==> src/nfd_pkg.sv <==
package nfd_pkg;

    // ==================================================
    // bus geometry and die select
    localparam int DATA_W = 16;
    localparam int ADDR_W = 26;
    localparam int DIES = 2;
    localparam int STACK_DIE_BIT = 24;
    localparam int GRID_DIE_BIT = 25;

    // ==================================================
    // command codes
    localparam logic [7:0] CMD_READ_ARRAY = 8'hFF;
    localparam logic [7:0] CMD_READ_STATUS = 8'h70;
    localparam logic [7:0] CMD_CLEAR_STATUS = 8'h50;
    localparam logic [7:0] CMD_PROGRAM = 8'h40;
    localparam logic [7:0] CMD_ERASE = 8'h20;
    localparam logic [7:0] CMD_CONFIRM = 8'hD0;
    localparam logic [7:0] CMD_SUSPEND = 8'hB0;
    localparam logic [7:0] CMD_SETUP = 8'h60;
    localparam logic [7:0] CMD_LOCK = 8'h01;
    localparam logic [7:0] CMD_CONFIG = 8'h03;
    localparam logic [7:0] CMD_PROTECT = 8'h02;
    localparam logic [7:0] CMD_PASSWORD = 8'h63;

    // ==================================================
    // status word bit positions
    localparam int ST_READY = 7;
    localparam int ST_ERASE_SUSP = 6;
    localparam int ST_ERASE_ERR = 5;
    localparam int ST_PROG_ERR = 4;
    localparam int ST_SUPPLY_ERR = 3;
    localparam int ST_PROG_SUSP = 2;
    localparam int ST_LOCK_ERR = 1;

    // ==================================================
    // read configuration
    localparam int CFG_ASYNC_BIT = 15;
    localparam int CFG_LAT_LSB = 11;
    localparam int CFG_LAT_W = 3;
    localparam logic [DATA_W-1:0] CFG_RESET = 16'hBFCF;

    // ==================================================
    // timing
    localparam int CLK_PERIOD_NS = 25;
    localparam int PROGRAM_TIME_NS = 1000;
    localparam int ERASE_TIME_NS = 50000;
    localparam int PROGRAM_CYCLES = (PROGRAM_TIME_NS + CLK_PERIOD_NS - 1) / CLK_PERIOD_NS;
    localparam int ERASE_CYCLES = (ERASE_TIME_NS + CLK_PERIOD_NS - 1) / CLK_PERIOD_NS;
    localparam int TIMER_W = 12;

    localparam logic [DATA_W-1:0] ERASED_WORD = 16'hFFFF;
    localparam logic [DATA_W-1:0] BLOCKED_WORD = 16'h0000;

    typedef enum logic [2:0] {
        DS_READY = 3'b000,
        DS_PROG_SETUP = 3'b001,
        DS_ERASE_SETUP = 3'b011,
        DS_BUSY = 3'b010,
        DS_SUSPENDED = 3'b110,
        DS_CMD_SETUP = 3'b111,
        DS_PASS_SETUP = 3'b101
    } nfd_die_state_t;

    typedef struct packed {
        logic [ADDR_W-1:0] addr;
        logic [DATA_W-1:0] data;
    } nfd_bus_req_t;

    typedef struct packed {
        logic syncMode;
        logic [CFG_LAT_W-1:0] latency;
    } nfd_die_view_t;

endpackage
==> src/nfd_addr_seq.sv <==
`timescale 1ns/1ps
`default_nettype none

module nfd_addr_seq import nfd_pkg::*; (
    input wire logic clk,
    input wire logic rst,
    input wire logic [ADDR_W-1:0] address,
    input wire logic strobeN,
    input wire logic chipSelN,
    input wire logic outputEnableN,
    input wire logic gridPackage,
    input wire nfd_die_view_t dieView [DIES],
    output logic [ADDR_W-1:0] accWord,
    output logic accDie,
    output logic [ADDR_W-1:0] wrWord,
    output logic wrDie,
    output logic waitNow
);

    logic [ADDR_W-1:0] latchedAddr;
    logic [ADDR_W-1:0] burstAddr;
    logic [CFG_LAT_W-1:0] latCnt;
    logic captured;
    logic burstOn;
    logic [ADDR_W-1:0] asyncAddr;
    logic [ADDR_W-1:0] accRaw;
    logic captureNow;

    function automatic logic dieOf(input logic [ADDR_W-1:0] a, input logic grid);
        return grid ? a[GRID_DIE_BIT] : a[STACK_DIE_BIT];
    endfunction

    function automatic logic [ADDR_W-1:0] wordOf(input logic [ADDR_W-1:0] a, input logic grid);
        return grid ? {1'b0, a[ADDR_W-1:1]} : a;
    endfunction

    // ==================================================
    // address latch: flows while strobe low, holds after it rises
    assign asyncAddr = strobeN ? latchedAddr : address;

    always_ff @(posedge clk) begin
        if (rst) begin
            latchedAddr <= '0;
        end else if (!strobeN) begin
            latchedAddr <= address;
        end
    end

    // ==================================================
    // burst sequencer
    // first clock with strobe low takes the address; later clocks with strobe still low add nothing
    assign captureNow = !chipSelN && !strobeN && !captured && dieView[dieOf(address, gridPackage)].syncMode;

    always_ff @(posedge clk) begin
        if (rst) begin
            captured <= 1'b0;
        end else begin
            captured <= !strobeN && (captured || captureNow);
        end
    end

    always_ff @(posedge clk) begin
        if (rst) begin
            burstOn <= 1'b0;
            burstAddr <= '0;
            latCnt <= '0;
        end else if (chipSelN) begin
            burstOn <= 1'b0;
        end else if (captureNow) begin
            burstOn <= 1'b1;
            burstAddr <= address;
            latCnt <= dieView[dieOf(address, gridPackage)].latency;
        end else if (burstOn && !outputEnableN) begin
            if (latCnt != '0) begin
                latCnt <= latCnt - 1'b1;
            end else begin
                burstAddr <= burstAddr + (gridPackage ? 26'h0000002 : 26'h0000001);
            end
        end
    end

    assign accRaw = burstOn ? burstAddr : asyncAddr;
    assign accDie = dieOf(accRaw, gridPackage);
    assign accWord = wordOf(accRaw, gridPackage);
    assign wrDie = dieOf(asyncAddr, gridPackage);
    assign wrWord = wordOf(asyncAddr, gridPackage);
    assign waitNow = burstOn && (latCnt != '0);

endmodule

`default_nettype wire

==> src/nfd_flash_top.sv <==
// How it works
// after reset reads come from the array in asynchronous mode
// burst mode only once software clears the async bit in configuration
// burst data steps with the clock; wait marks data not yet valid
// program and erase are timed internally once started
// status word shows ready plus program, erase, supply and lock errors
// automation starts only on a complete correct command sequence
// an erase clears only the addressed block
// during erase suspend other blocks may be read and programmed
// during program suspend other locations may be read
// programming always writes a whole 16-bit word
// the data path is 16 bits wide
// supply below lockout refuses every program and erase; a suspended one still resumes on CMD_CONFIRM without a supply check
// lock and unlock apply on the very command that sets them
// password guards chosen blocks against writes, reads, or both
// select active with top address bit low routes to the lower die
// select active with top address bit high routes to the upper die
// stacked variant selects the die with address bit 24
// grid variant selects the die with address bit 25
// select inactive floats data and wait
// burst address taken on first clock with strobe low
// async address flows while strobe low, holds once it rises
// the unselected die ignores all cycles and keeps outputs floating
// each die keeps its own mode, status and locks
`timescale 1ns/1ps
`default_nettype none

module nfd_flash_top import nfd_pkg::*; #(
    parameter int BLOCKS = 4,
    parameter int WORDS_PER_BLOCK = 4,
    parameter logic [DATA_W-1:0] PASSWORD_KEY = 16'h5A3C // arbitrary value
) (
    input wire logic clk,
    input wire logic rst,
    input wire logic diePairSelectN,
    input wire logic addressLatchStrobeN,
    input wire logic [ADDR_W-1:0] address,
    input wire logic writeEnableN,
    input wire logic outputEnableN,
    input wire logic [DATA_W-1:0] dataIn,
    input wire logic supplyAboveLockout,
    input wire logic gridPackage,
    output logic [DATA_W-1:0] dataOut,
    output logic dataOe,
    output logic waitOut,
    output logic waitOe
);

    localparam int WORDS = BLOCKS * WORDS_PER_BLOCK;
    localparam int WORD_IDX_W = $clog2(WORDS);
    localparam int OFS_W = $clog2(WORDS_PER_BLOCK);
    localparam int BLK_W = WORD_IDX_W - OFS_W;

    // ==================================================
    // write strobe and routing
    logic weQ;
    logic wrPulse;
    logic [ADDR_W-1:0] accWord;
    logic [ADDR_W-1:0] wrWord;
    logic accDie;
    logic wrDie;
    logic waitNow;
    nfd_bus_req_t wrReq;
    nfd_die_view_t dieView [DIES];
    logic [DATA_W-1:0] rdData [DIES];

    always_ff @(posedge clk) begin
        if (rst) begin
            weQ <= 1'b1;
        end else begin
            weQ <= writeEnableN;
        end
    end

    // a write is taken on the rising edge of the write strobe
    assign wrPulse = !diePairSelectN && !weQ && writeEnableN;
    assign wrReq = '{addr: wrWord, data: dataIn};

    nfd_addr_seq u_seq (
        .clk(clk),
        .rst(rst),
        .address(address),
        .strobeN(addressLatchStrobeN),
        .chipSelN(diePairSelectN),
        .outputEnableN(outputEnableN),
        .gridPackage(gridPackage),
        .dieView(dieView),
        .accWord(accWord),
        .accDie(accDie),
        .wrWord(wrWord),
        .wrDie(wrDie),
        .waitNow(waitNow)
    );

    // ==================================================
    // per-die command engine
    for (genvar d = 0; d < DIES; d++) begin : g_die
        nfd_die_state_t state;
        logic [DATA_W-1:0] mem [WORDS];
        logic [DATA_W-1:0] cfg;
        logic [BLOCKS-1:0] lockMask;
        logic [BLOCKS-1:0] writeProt;
        logic [BLOCKS-1:0] readProt;
        logic passOpen;
        logic readStatus;
        logic eraseErr;
        logic progErr;
        logic supplyErr;
        logic lockErr;
        logic [WORD_IDX_W-1:0] opWord;
        logic [DATA_W-1:0] opData;
        logic opErase;
        logic [TIMER_W-1:0] timer;
        logic [WORD_IDX_W-1:0] savedWord;
        logic [DATA_W-1:0] savedData;
        logic savedErase;
        logic [TIMER_W-1:0] savedTimer;
        logic nested;
        logic hit;
        logic [7:0] cmd;
        logic [WORD_IDX_W-1:0] reqWord;
        logic [BLK_W-1:0] reqBlk;
        logic blkGuarded;
        logic doneNow;
        logic refuseProg;
        logic refuseErase;
        logic badSeq;
        logic clrNow;
        logic [WORD_IDX_W-1:0] rdWord;
        logic [7:0] statusWord;

        // the other die sees no strobe at all
        assign hit = wrPulse && (wrDie == 1'(d));
        assign cmd = wrReq.data[7:0];
        assign reqWord = wrReq.addr[WORD_IDX_W-1:0];
        assign reqBlk = reqWord[WORD_IDX_W-1:OFS_W];
        assign blkGuarded = lockMask[reqBlk] || (writeProt[reqBlk] && !passOpen);
        assign doneNow = (state == DS_BUSY) && (timer == 12'h001);
        // nested program may not touch the block whose erase is parked
        assign refuseProg = hit && (state == DS_PROG_SETUP)
            && (!supplyAboveLockout || blkGuarded
                || (nested && reqBlk == savedWord[WORD_IDX_W-1:OFS_W]));
        assign refuseErase = hit && (state == DS_ERASE_SETUP) && (cmd == CMD_CONFIRM)
            && (!supplyAboveLockout || blkGuarded);
        assign badSeq = hit && (state == DS_ERASE_SETUP) && (cmd != CMD_CONFIRM);
        assign clrNow = hit && (state == DS_READY) && (cmd == CMD_CLEAR_STATUS);

        // ==================================================
        // sequencing
        always_ff @(posedge clk) begin
            if (rst) begin
                state <= DS_READY;
                timer <= '0;
                opWord <= '0;
                opData <= '0;
                opErase <= 1'b0;
                nested <= 1'b0;
            end else begin
                case (state)
                    DS_READY: begin
                        if (hit) begin
                            case (cmd)
                                CMD_PROGRAM: state <= DS_PROG_SETUP;
                                CMD_ERASE: state <= DS_ERASE_SETUP;
                                CMD_SETUP: state <= DS_CMD_SETUP;
                                CMD_PASSWORD: state <= DS_PASS_SETUP;
                                default: state <= DS_READY;
                            endcase
                        end
                    end
                    DS_PROG_SETUP: begin
                        if (hit) begin
                            if (refuseProg) begin
                                state <= nested ? DS_SUSPENDED : DS_READY;
                                nested <= 1'b0;
                            end else begin
                                opWord <= reqWord;
                                opData <= wrReq.data;
                                opErase <= 1'b0;
                                timer <= TIMER_W'(PROGRAM_CYCLES);
                                state <= DS_BUSY;
                            end
                        end
                    end
                    DS_ERASE_SETUP: begin
                        if (hit) begin
                            if (cmd == CMD_CONFIRM && !refuseErase) begin
                                opWord <= reqWord;
                                opErase <= 1'b1;
                                timer <= TIMER_W'(ERASE_CYCLES);
                                state <= DS_BUSY;
                            end else begin
                                state <= DS_READY;
                            end
                        end
                    end
                    DS_BUSY: begin
                        if (doneNow) begin
                            state <= nested ? DS_SUSPENDED : DS_READY;
                            nested <= 1'b0;
                            timer <= '0;
                        end else if (hit && cmd == CMD_SUSPEND && !nested) begin
                            state <= DS_SUSPENDED;
                        end else begin
                            timer <= timer - 1'b1;
                        end
                    end
                    DS_SUSPENDED: begin
                        if (hit && cmd == CMD_CONFIRM) begin
                            opWord <= savedWord;
                            opData <= savedData;
                            opErase <= savedErase;
                            timer <= savedTimer;
                            state <= DS_BUSY;
                        end else if (hit && cmd == CMD_PROGRAM && savedErase) begin
                            nested <= 1'b1;
                            state <= DS_PROG_SETUP;
                        end
                    end
                    DS_CMD_SETUP: begin
                        if (hit) begin
                            state <= DS_READY;
                        end
                    end
                    DS_PASS_SETUP: begin
                        if (hit) begin
                            state <= DS_READY;
                        end
                    end
                    default: state <= DS_READY;
                endcase
            end
        end

        // parked operation, kept while a nested program runs
        always_ff @(posedge clk) begin
            if (rst) begin
                savedWord <= '0;
                savedData <= '0;
                savedErase <= 1'b0;
                savedTimer <= '0;
            end else if (state == DS_BUSY && hit && cmd == CMD_SUSPEND && !nested && !doneNow) begin
                savedWord <= opWord;
                savedData <= opData;
                savedErase <= opErase;
                savedTimer <= timer;
            end
        end

        // ==================================================
        // configuration, locks and password
        always_ff @(posedge clk) begin
            if (rst) begin
                cfg <= CFG_RESET;
                lockMask <= '0;
                writeProt <= '0;
                readProt <= '0;
                passOpen <= 1'b0;
            end else if (hit && state == DS_CMD_SETUP) begin
                case (cmd)
                    CMD_LOCK: lockMask[reqBlk] <= 1'b1;
                    CMD_CONFIRM: lockMask[reqBlk] <= 1'b0;
                    CMD_CONFIG: cfg <= wrReq.addr[DATA_W-1:0];
                    CMD_PROTECT: begin
                        // only an opened password may rewrite the guard masks
                        if (passOpen) begin
                            writeProt <= wrReq.addr[BLOCKS-1:0];
                            readProt <= wrReq.addr[2*BLOCKS-1:BLOCKS];
                        end
                    end
                    default: cfg <= cfg;
                endcase
            end else if (hit && state == DS_PASS_SETUP) begin
                passOpen <= (wrReq.data == PASSWORD_KEY);
            end
        end

        // ==================================================
        // status flags: a new error wins over a clear in the same cycle
        always_ff @(posedge clk) begin
            if (rst) begin
                eraseErr <= 1'b0;
                progErr <= 1'b0;
                supplyErr <= 1'b0;
                lockErr <= 1'b0;
            end else begin
                eraseErr <= (eraseErr && !clrNow) || refuseErase || badSeq;
                progErr <= (progErr && !clrNow) || refuseProg || badSeq;
                supplyErr <= (supplyErr && !clrNow)
                    || ((refuseProg || refuseErase) && !supplyAboveLockout);
                lockErr <= (lockErr && !clrNow)
                    || ((refuseProg || refuseErase) && supplyAboveLockout && blkGuarded);
            end
        end

        always_ff @(posedge clk) begin
            if (rst) begin
                readStatus <= 1'b0;
            end else if (hit) begin
                if (state == DS_READY || state == DS_SUSPENDED) begin
                    readStatus <= (cmd != CMD_READ_ARRAY);
                end else begin
                    readStatus <= 1'b1;
                end
            end
        end

        // ==================================================
        // array: whole words only; erase restricted to one block
        for (genvar w = 0; w < WORDS; w++) begin : g_word
            localparam logic [WORD_IDX_W-1:0] WI = WORD_IDX_W'(w);
            always_ff @(posedge clk) begin
                if (doneNow) begin
                    if (opErase && WI[WORD_IDX_W-1:OFS_W] == opWord[WORD_IDX_W-1:OFS_W]) begin
                        mem[w] <= ERASED_WORD;
                    end else if (!opErase && WI == opWord) begin
                        mem[w] <= mem[w] & opData;
                    end
                end
            end
        end

        // ==================================================
        // read view
        assign statusWord = {
            state != DS_BUSY,
            state == DS_SUSPENDED && savedErase,
            eraseErr,
            progErr,
            supplyErr,
            state == DS_SUSPENDED && !savedErase,
            lockErr,
            1'b0
        };
        assign rdWord = accWord[WORD_IDX_W-1:0];
        // reads of other locations proceed untouched while an operation is parked
        assign rdData[d] = readStatus ? {8'h00, statusWord}
            : (readProt[rdWord[WORD_IDX_W-1:OFS_W]] && !passOpen) ? BLOCKED_WORD
            : mem[rdWord];
        assign dieView[d] = '{syncMode: !cfg[CFG_ASYNC_BIT],
            latency: cfg[CFG_LAT_LSB +: CFG_LAT_W]};
    end

    // ==================================================
    // pin drivers
    always_ff @(posedge clk) begin
        if (rst) begin
            dataOut <= '0;
            dataOe <= 1'b0;
            waitOut <= 1'b0;
            waitOe <= 1'b0;
        end else begin
            dataOut <= rdData[accDie];
            dataOe <= !diePairSelectN && !outputEnableN && writeEnableN;
            waitOut <= waitNow;
            waitOe <= !diePairSelectN && dieView[accDie].syncMode;
        end
    end

endmodule

`default_nettype wire

==> config.mk <==
export PLATFORM = sky130hd
export DESIGN_NAME = nfd_flash_top
export DESIGN_NICKNAME = d
export VERILOG_FILES = /design/src/nfd_pkg.sv /design/src/nfd_addr_seq.sv /design/src/nfd_flash_top.sv
export SDC_FILE = /design/constraint.sdc
export NUM_CORES = 2
export LEC_CHECK = 0
export ABC_AREA = 1
export CORE_MARGIN = 10
export CORE_UTILIZATION = 45
export DETAILED_ROUTE_END_ITERATION = 7
export DONT_BUFFER_PORTS = 1
export HOLD_SLACK_MARGIN = 0.1
export PLACE_DENSITY_LB_ADDON = 0.05
export SKIP_LAST_GASP = 1
export SYNTH_ARGS = -nofsm -noshare
export SYNTH_HDL_FRONTEND = slang
export SYNTH_SLANG_ARGS = --single-unit
==> constraint.sdc <==
create_clock -name clk -period 3.9 [get_ports clk]
set_input_delay 0.585 -clock clk [delete_from_list [all_inputs] [get_ports clk]]
set_output_delay 0.585 -clock clk [all_outputs]
set_load 0.01 [all_outputs]
# Yosys cells after proc, flatten, opt, wreduce, memory -nomap -nowiden
# Memories as Yosys holds them, arrays and structs flattened.
# Cells that the tools add are included.
op_classes:
  bitwise_logic: 75
  n_lt_le_gt_ge: 5
  add_sub_neg: 4
  mux: 386
  n_eq_ne: 96
  n_reduce_logical: 230
op_table:
  columns: ["operator", "count"]
  rows:
  - ["16-bit two-way mux", 70]
  - ["16-bit AND", 32]
  - ["16-bit OR reduction", 24]
  - ["1-bit two-way mux", 208]
  - ["12-bit two-way mux", 14]
  - ["4-bit two-way mux", 41]
  - ["26-bit two-way mux", 5]
  - ["1-bit logical AND", 120]
  - ["12-bit one-hot mux with 4 select lines", 2]
  - ["3-bit two-way mux", 23]
  - ["4-bit == test (first input constant)", 16]
  - ["16-bit one-hot mux with 2 select lines", 2]
  - ["2-bit != test (second input constant)", 18]
  - ["3-bit one-hot mux with 6 select lines", 2]
  - ["6-bit AND reduction", 6]
  - ["3-bit by 4-bit == test with 1-bit output (first input constant)", 8]
  - ["8-bit by 7-bit == test with 1-bit output (second input constant)", 4]
  - ["1-bit bitwise OR", 32]
  - ["26-bit adder", 1]
  - ["12-bit by 1-bit == test with 1-bit output (second input constant)", 2]
  - ["4-bit one-hot mux with 3 select lines", 2]
  - ["12-bit by 1-bit subtractor with 12-bit output (second input constant)", 2]
  - ["1-bit logical OR", 23]
  - ["1-bit zero test", 22]
  - ["other kinds (43)", 117]
totals:
  output_inout_bits: 19
  n_memories: 2
  reg_bits: 285
  ramBits: 512
memory_table:
  columns: ["memory", "words", "width", "rd", "rd_clocked_by_memory_dff", "wr", "line_no", "text"]
  rows:
  - ["g_die[0].mem", 16, 16, 17, 0, 4, "nfd_flash_top.sv:99", "logic [DATA_W-1:0] mem [WORDS];"]
  - ["g_die[1].mem", 16, 16, 17, 0, 4, "nfd_flash_top.sv:99", null]

# Depth between registers and ports, before layout
depth:
  depth_word: 13
  depth_mapped: 19
  ltp_nobuf: 17

# By module
# From an unflattened synthesis, not the netlist that was laid out.
unflattened:
  cells_unflattened: 4766
  hier_area_um2: 38579.5
by_module_without_submodules:
  columns: ["mod", "seq_area_each_um2", "area_per_inst_um2", "cells_per_inst", "n_inst"]
  rows:
  - ["nfd_flash_top", 19458.7, 34471.8, 4061, 1]
  - ["nfd_addr_seq", 1141.1, 4107.7, 705, 1]

# Worst setup path after synthesis
# No wires, ideal clock.
synth_timing:
  kind: "register to register"
  startpoint: "reg g_die[1].state[1]"
  endpoint: "mem g_die[1].mem[10][0], enable pin"
  path_slack_ns: 1.048
  path_stages_with_launch: 11
  t_arrival_ns: 2.441
  path_cell_list: "dfxtp_1 inv_2 nor2_1 inv_2 nor2_2 inv_1 nor2_1 inv_2 nor3_1 inv_1 o21ai_0"
synth_rtl:
  columns: ["item", "line_no", "text"]
  rows:
  - ["start, declared", "nfd_flash_top.sv:98", "nfd_die_state_t state;"]
  - ["start signal, assigned", "nfd_flash_top.sv:174", "state <= nested ? DS_SUSPENDED : DS_READY;"]
  - ["start signal, assigned", "nfd_flash_top.sv:199", "state <= nested ? DS_SUSPENDED : DS_READY;"]
  - ["end, declared", "nfd_flash_top.sv:99", null]

# Final worst setup path
layout_timing:
  startpoint: "reg u_seq.burstOn"
  endpoint: "reg dataOut[3]"
layout_between:
  elab_chain_cells: 10
layout_rtl:
  columns: ["item", "line_no", "text"]
  rows:
  - ["start, declared", "nfd_addr_seq.sv:24", "logic burstOn;"]
  - ["start signal, assigned", "nfd_addr_seq.sv:64", "burstOn <= 1'b0;"]
  - ["start signal, assigned", "nfd_addr_seq.sv:68", "burstOn <= 1'b0;"]
  - ["start signal, assigned", "nfd_addr_seq.sv:70", "burstOn <= 1'b1;"]
  - ["26-bit two-way mux (*)", "nfd_addr_seq.sv:82", "assign accRaw = burstOn ? burstAddr : asyncAddr;"]
  - ["parallel branches: the longest is 6 deep, another holds memory read 16 x 16 bit", null, null]
  - ["16-bit two-way mux (implied by the code) (*) (3 in series)", "nfd_flash_top.sv:353", "dataOut <= rdData[accDie];"]
  - ["end signal, assigned", "nfd_flash_top.sv:353", null]
  - ["end, declared", "nfd_flash_top.sv:43", "output logic [DATA_W-1:0] dataOut,"]
# Every way passes the cells marked *. The select of a mux whose other input is x is not followed.
# A chain may end at the register's enable or synchronous reset.

==> flow_summary_export.csv <==
group,metric,value,unit
status,status,"finished clean",
drt,wl_per_cell,22.0,µm
global_route,antenna_found_initial,2,
layout,nets,4508,
worst_setup_path,crit_required,4450,ps
drt,drc,0,
global_route,grt_max_degree,120,
placement,io_buffers,0,
power_and_ir_drop,pwr_density_cell,441,nW/µm²
timing,period_minus_slack,3180,ps
global_route,track_usage,25.3,%
timing,setup_viol,0,
global_route,grt_pass1_vias,29607,
job,max_cap_violations,0,
timing,finalSetupTns,0,ps
drt,dr_total_vias,31397,
clocking,clock-sinks,764,
synthesis,ys_top_cells_by_count,"nand2_1, edfxtp_1, nand3_1",
clocking,path_clk_slew,60,ps
synthesis,ys_ff_latch,764,
synthesis,synth-edff-count,512,
drt,ant_nets,0,
synthesis,synth_top_area_share,40.8,%
power_and_ir_drop,pwr-share-seq,46.7,%
power_and_ir_drop,p_sw_share,23.9,%
clocking,clock_latency,650,ps
synthesis,synthTopCellsByArea,"edfxtp_1, nand2_1, dfxtp_1",
synthesis,synth_top_family_by_area,"simple AND/OR/NAND/NOR gates",
placement,dp_hpwl,78400,µm
clocking,numCtsBuffers,86,
worst_setup_path,critPathMaxFanout,64,
worst_setup_path,critPathLaunchType,"flip-flop",
timing,timing.fmax,315,MHz
synthesis,synth_fa_ha_area_share,0.319,%
drt,vias_per_cell,5.60,
clocking,cts_tree,"built",
worst_setup_path,path_cells,"inv_1 > nand2_1 > nand3_1 > nand2_8 > buf_4 > nand2_1 > nand3_1 > nand3_1 > nand3_1 > nand3_1 > nand2_1 > nand2_1 > a21oi_1",
timing,holdWs,140,ps
worst_setup_path,cpPeakStageDelay,600,ps
synthesis,synth_compound_area_share,12.2,%
worst_setup_path,r2r_setup_slack,720,ps
timing,slew_headroom,26.6,%
synthesis,yosysMostFrequentCell,"nand2_1",
layout,drive_gt1_share,8.03,%
power_and_ir_drop,p_sw,0.00442,W
synthesis,yosysWarnings,0,
worst_hold_path,hp-class,"input port to flip-flop",
clocking,clockBufferDepth,3,
synthesis,synthCells,4511,
die,rows,106,
power_and_ir_drop,pwr-share-comb,6.8,%
synthesis,yosys.area_share.simple,25.3,%
timing,finalClockSkew,27.9,ps
die,io_pins,69,
worst_setup_path,cpMaxStageDelayCell,"buf_4",
layout,nFillCells,8123,
die,start_util,45.2,%
synthesis,ys_seq_area_share,54.2,%
synthesis,synthDistinctLibCells,55,
timing,grt_setup_unrepaired,"false",
power_and_ir_drop,power.leakage,14.7,nW
drt,drtIter0Drc,2945,
synthesis,muxShareOfSynthArea,0.319,%
timing,tightest_slew,1100,ps
power_and_ir_drop,fin_total_pwr,0.0185,W
synthesis,ys.flop_type,"edfxtp_1",
clocking,root_buffer,"clkbuf_16",
worst_setup_path,arrival,3730,ps
placement,gp_congestion,0.891,
timing,finalCritPeriodShare,81.4,%
clocking,htreeDepth,3,
synthesis,yosysTopAreaCell,"edfxtp_1",
die,core-area,83300,µm²
die,fp.dieH,309,µm
synthesis,synth_nets,4570,
timing,hold_viol_final,0,
timing,slew_viol_final,0,
power_and_ir_drop,p_clk_share,46.5,%
global_route,grt_overflow_total,0,
power_and_ir_drop,intPower,0.0141,W
die,die_w,309,µm
worst_setup_path,crit_type,"flip-flop to flip-flop",
global_route,grt_pass1_wl,185000,µm
drt,routed_wirelength,123000,µm
synthesis,async_flop_share,0,%
worst_setup_path,reg2reg_depth,13,
synthesis,synth_xor_area_share,0.767,%
power_and_ir_drop,ir_worst_vdd,0.344,mV
placement,postPlaceCellArea,38800,µm²
layout,syn_to_final_growth,11.1,%
worst_setup_path,worstSetupEndpointType,"flip-flop",
layout,final_cell_area,41900,µm²
clocking,cts_resized,0,
synthesis,syn_area,37700,µm²
worst_hold_path,min_path_cells,2,
die,die_area,95700,µm²
clocking,postCtsSetupBuffers,0,
worst_setup_path,crit_top_cell,"nand3_1",
synthesis,syn_area_per_cell,8.35,µm²
drt,first_pass_iters,5,
-- cells by family after synthesis --
logic type                 after synthesis
DFF                                    764
AOI/OAI and AO/OA                      785
xor gates and xnor gates                33
muxes                                   12
adders and majority gates                9
and+or+nand+nor                       2277
buffers and inverters                  631
-- routing by layer --
metal  global-route usage, %  part of all wire [%]  wire, µm  vias up
met5                   0.826                  0.10       126        -
met4                    8.53                   3.0      3760        4
met3                    5.31                   8.5     10500      194
met2                    38.7                    44     54200     1146
met1                    35.4                    44     54800    15000
li1                        -                     -         -    15053
-- cell type report --
class | count | area (µm²) | area share, %
sequential | 764 | 20400 | 48.8
timing repair buffer | 111 | 973 | 2.32
antenna | 3 | 7.51 | 0.0179
clock buffer | 119 | 2470 | 5.90
multi-input combinational | 3116 | 14800 | 35.3
tap | 1080 | 1350 | 3.23
inverter | 370 | 1400 | 3.35
clock inverter | 41 | 482 | 1.15
-- power by group through the flow --
stage                     Clock [W]  Combinational (W)  Sequential, W
after floorplan                   0           0.000813        0.00877
after CTS                   0.00871            0.00126        0.00863
after global placement            0            0.00121        0.00880
final                       0.00859            0.00126        0.00863
after global routing        0.00905            0.00136        0.00863
after detailed placement          0            0.00121        0.00880
-- critical path: cells and delay by family (launching register included) --
family / cells / cell delay (ps)
DFF: 1 / 380
buffers and inverters: 2 / 830
and+or+nand+nor: 10 / 1690
AOI/OAI and AO/OA: 1 / 150
-- registers in the layout, summed over array words and instances (netlist names), 16 cells and up, named ones only --
name               cells
dataOut               16
g_die.mem            512
g_die.opData          32
g_die.savedData       32
g_die.savedTimer      24
g_die.timer           24
u_seq.burstAddr       26
u_seq.latchedAddr     17
-- cells in the final DEF (no fill, tap or decap), types with 90 or more instances in the layout --
master and count:
dfxtp_1 252, inv_1 348, nand3_1 400, clkbuf_16 90
buf_4 94, a21oi_1 207, o21ai_0 330, nand2_1 1514
o211ai_1 169, edfxtp_1 512, nor2_1 224
-- what timing repair did --
item / in CTS / in global routing
endpoints found under the hold margin: 122 / 0
hold buffers: 9 / 0
setup endpoints to repair: 0 / 0
-- stage by stage --
step / setup WS, ps / instances / utilization (%)
2_1_floorplan: 1050 / 4511 / -
3_3_place_gp: 807 / 5432 / 46.6
6_report: 724 / 5604 / 50.3
5_1_grt: 454 / 5601 / 50.3
3_5_place_dp: 755 / 5432 / 46.6
4_1_cts: 732 / 5601 / 50.3
-- worst paths after layout --
check / startpoint / endpoint
hold / removal: address[1] / u_seq.burstAddr[1]$_SDFFE_PP0P_
setup / recovery: u_seq.burstOn$_SDFFE_PP0P_ / dataOut[3]$_SDFF_PP0_
hold reg to reg: g_die[0].readProt[0]$_SDFFE_PP0P_ / g_die[0].readProt[0]$_SDFFE_PP0P_
setup reg to reg: u_seq.burstOn$_SDFFE_PP0P_ / dataOut[3]$_SDFF_PP0_
(Power assumes the default switching activity.)
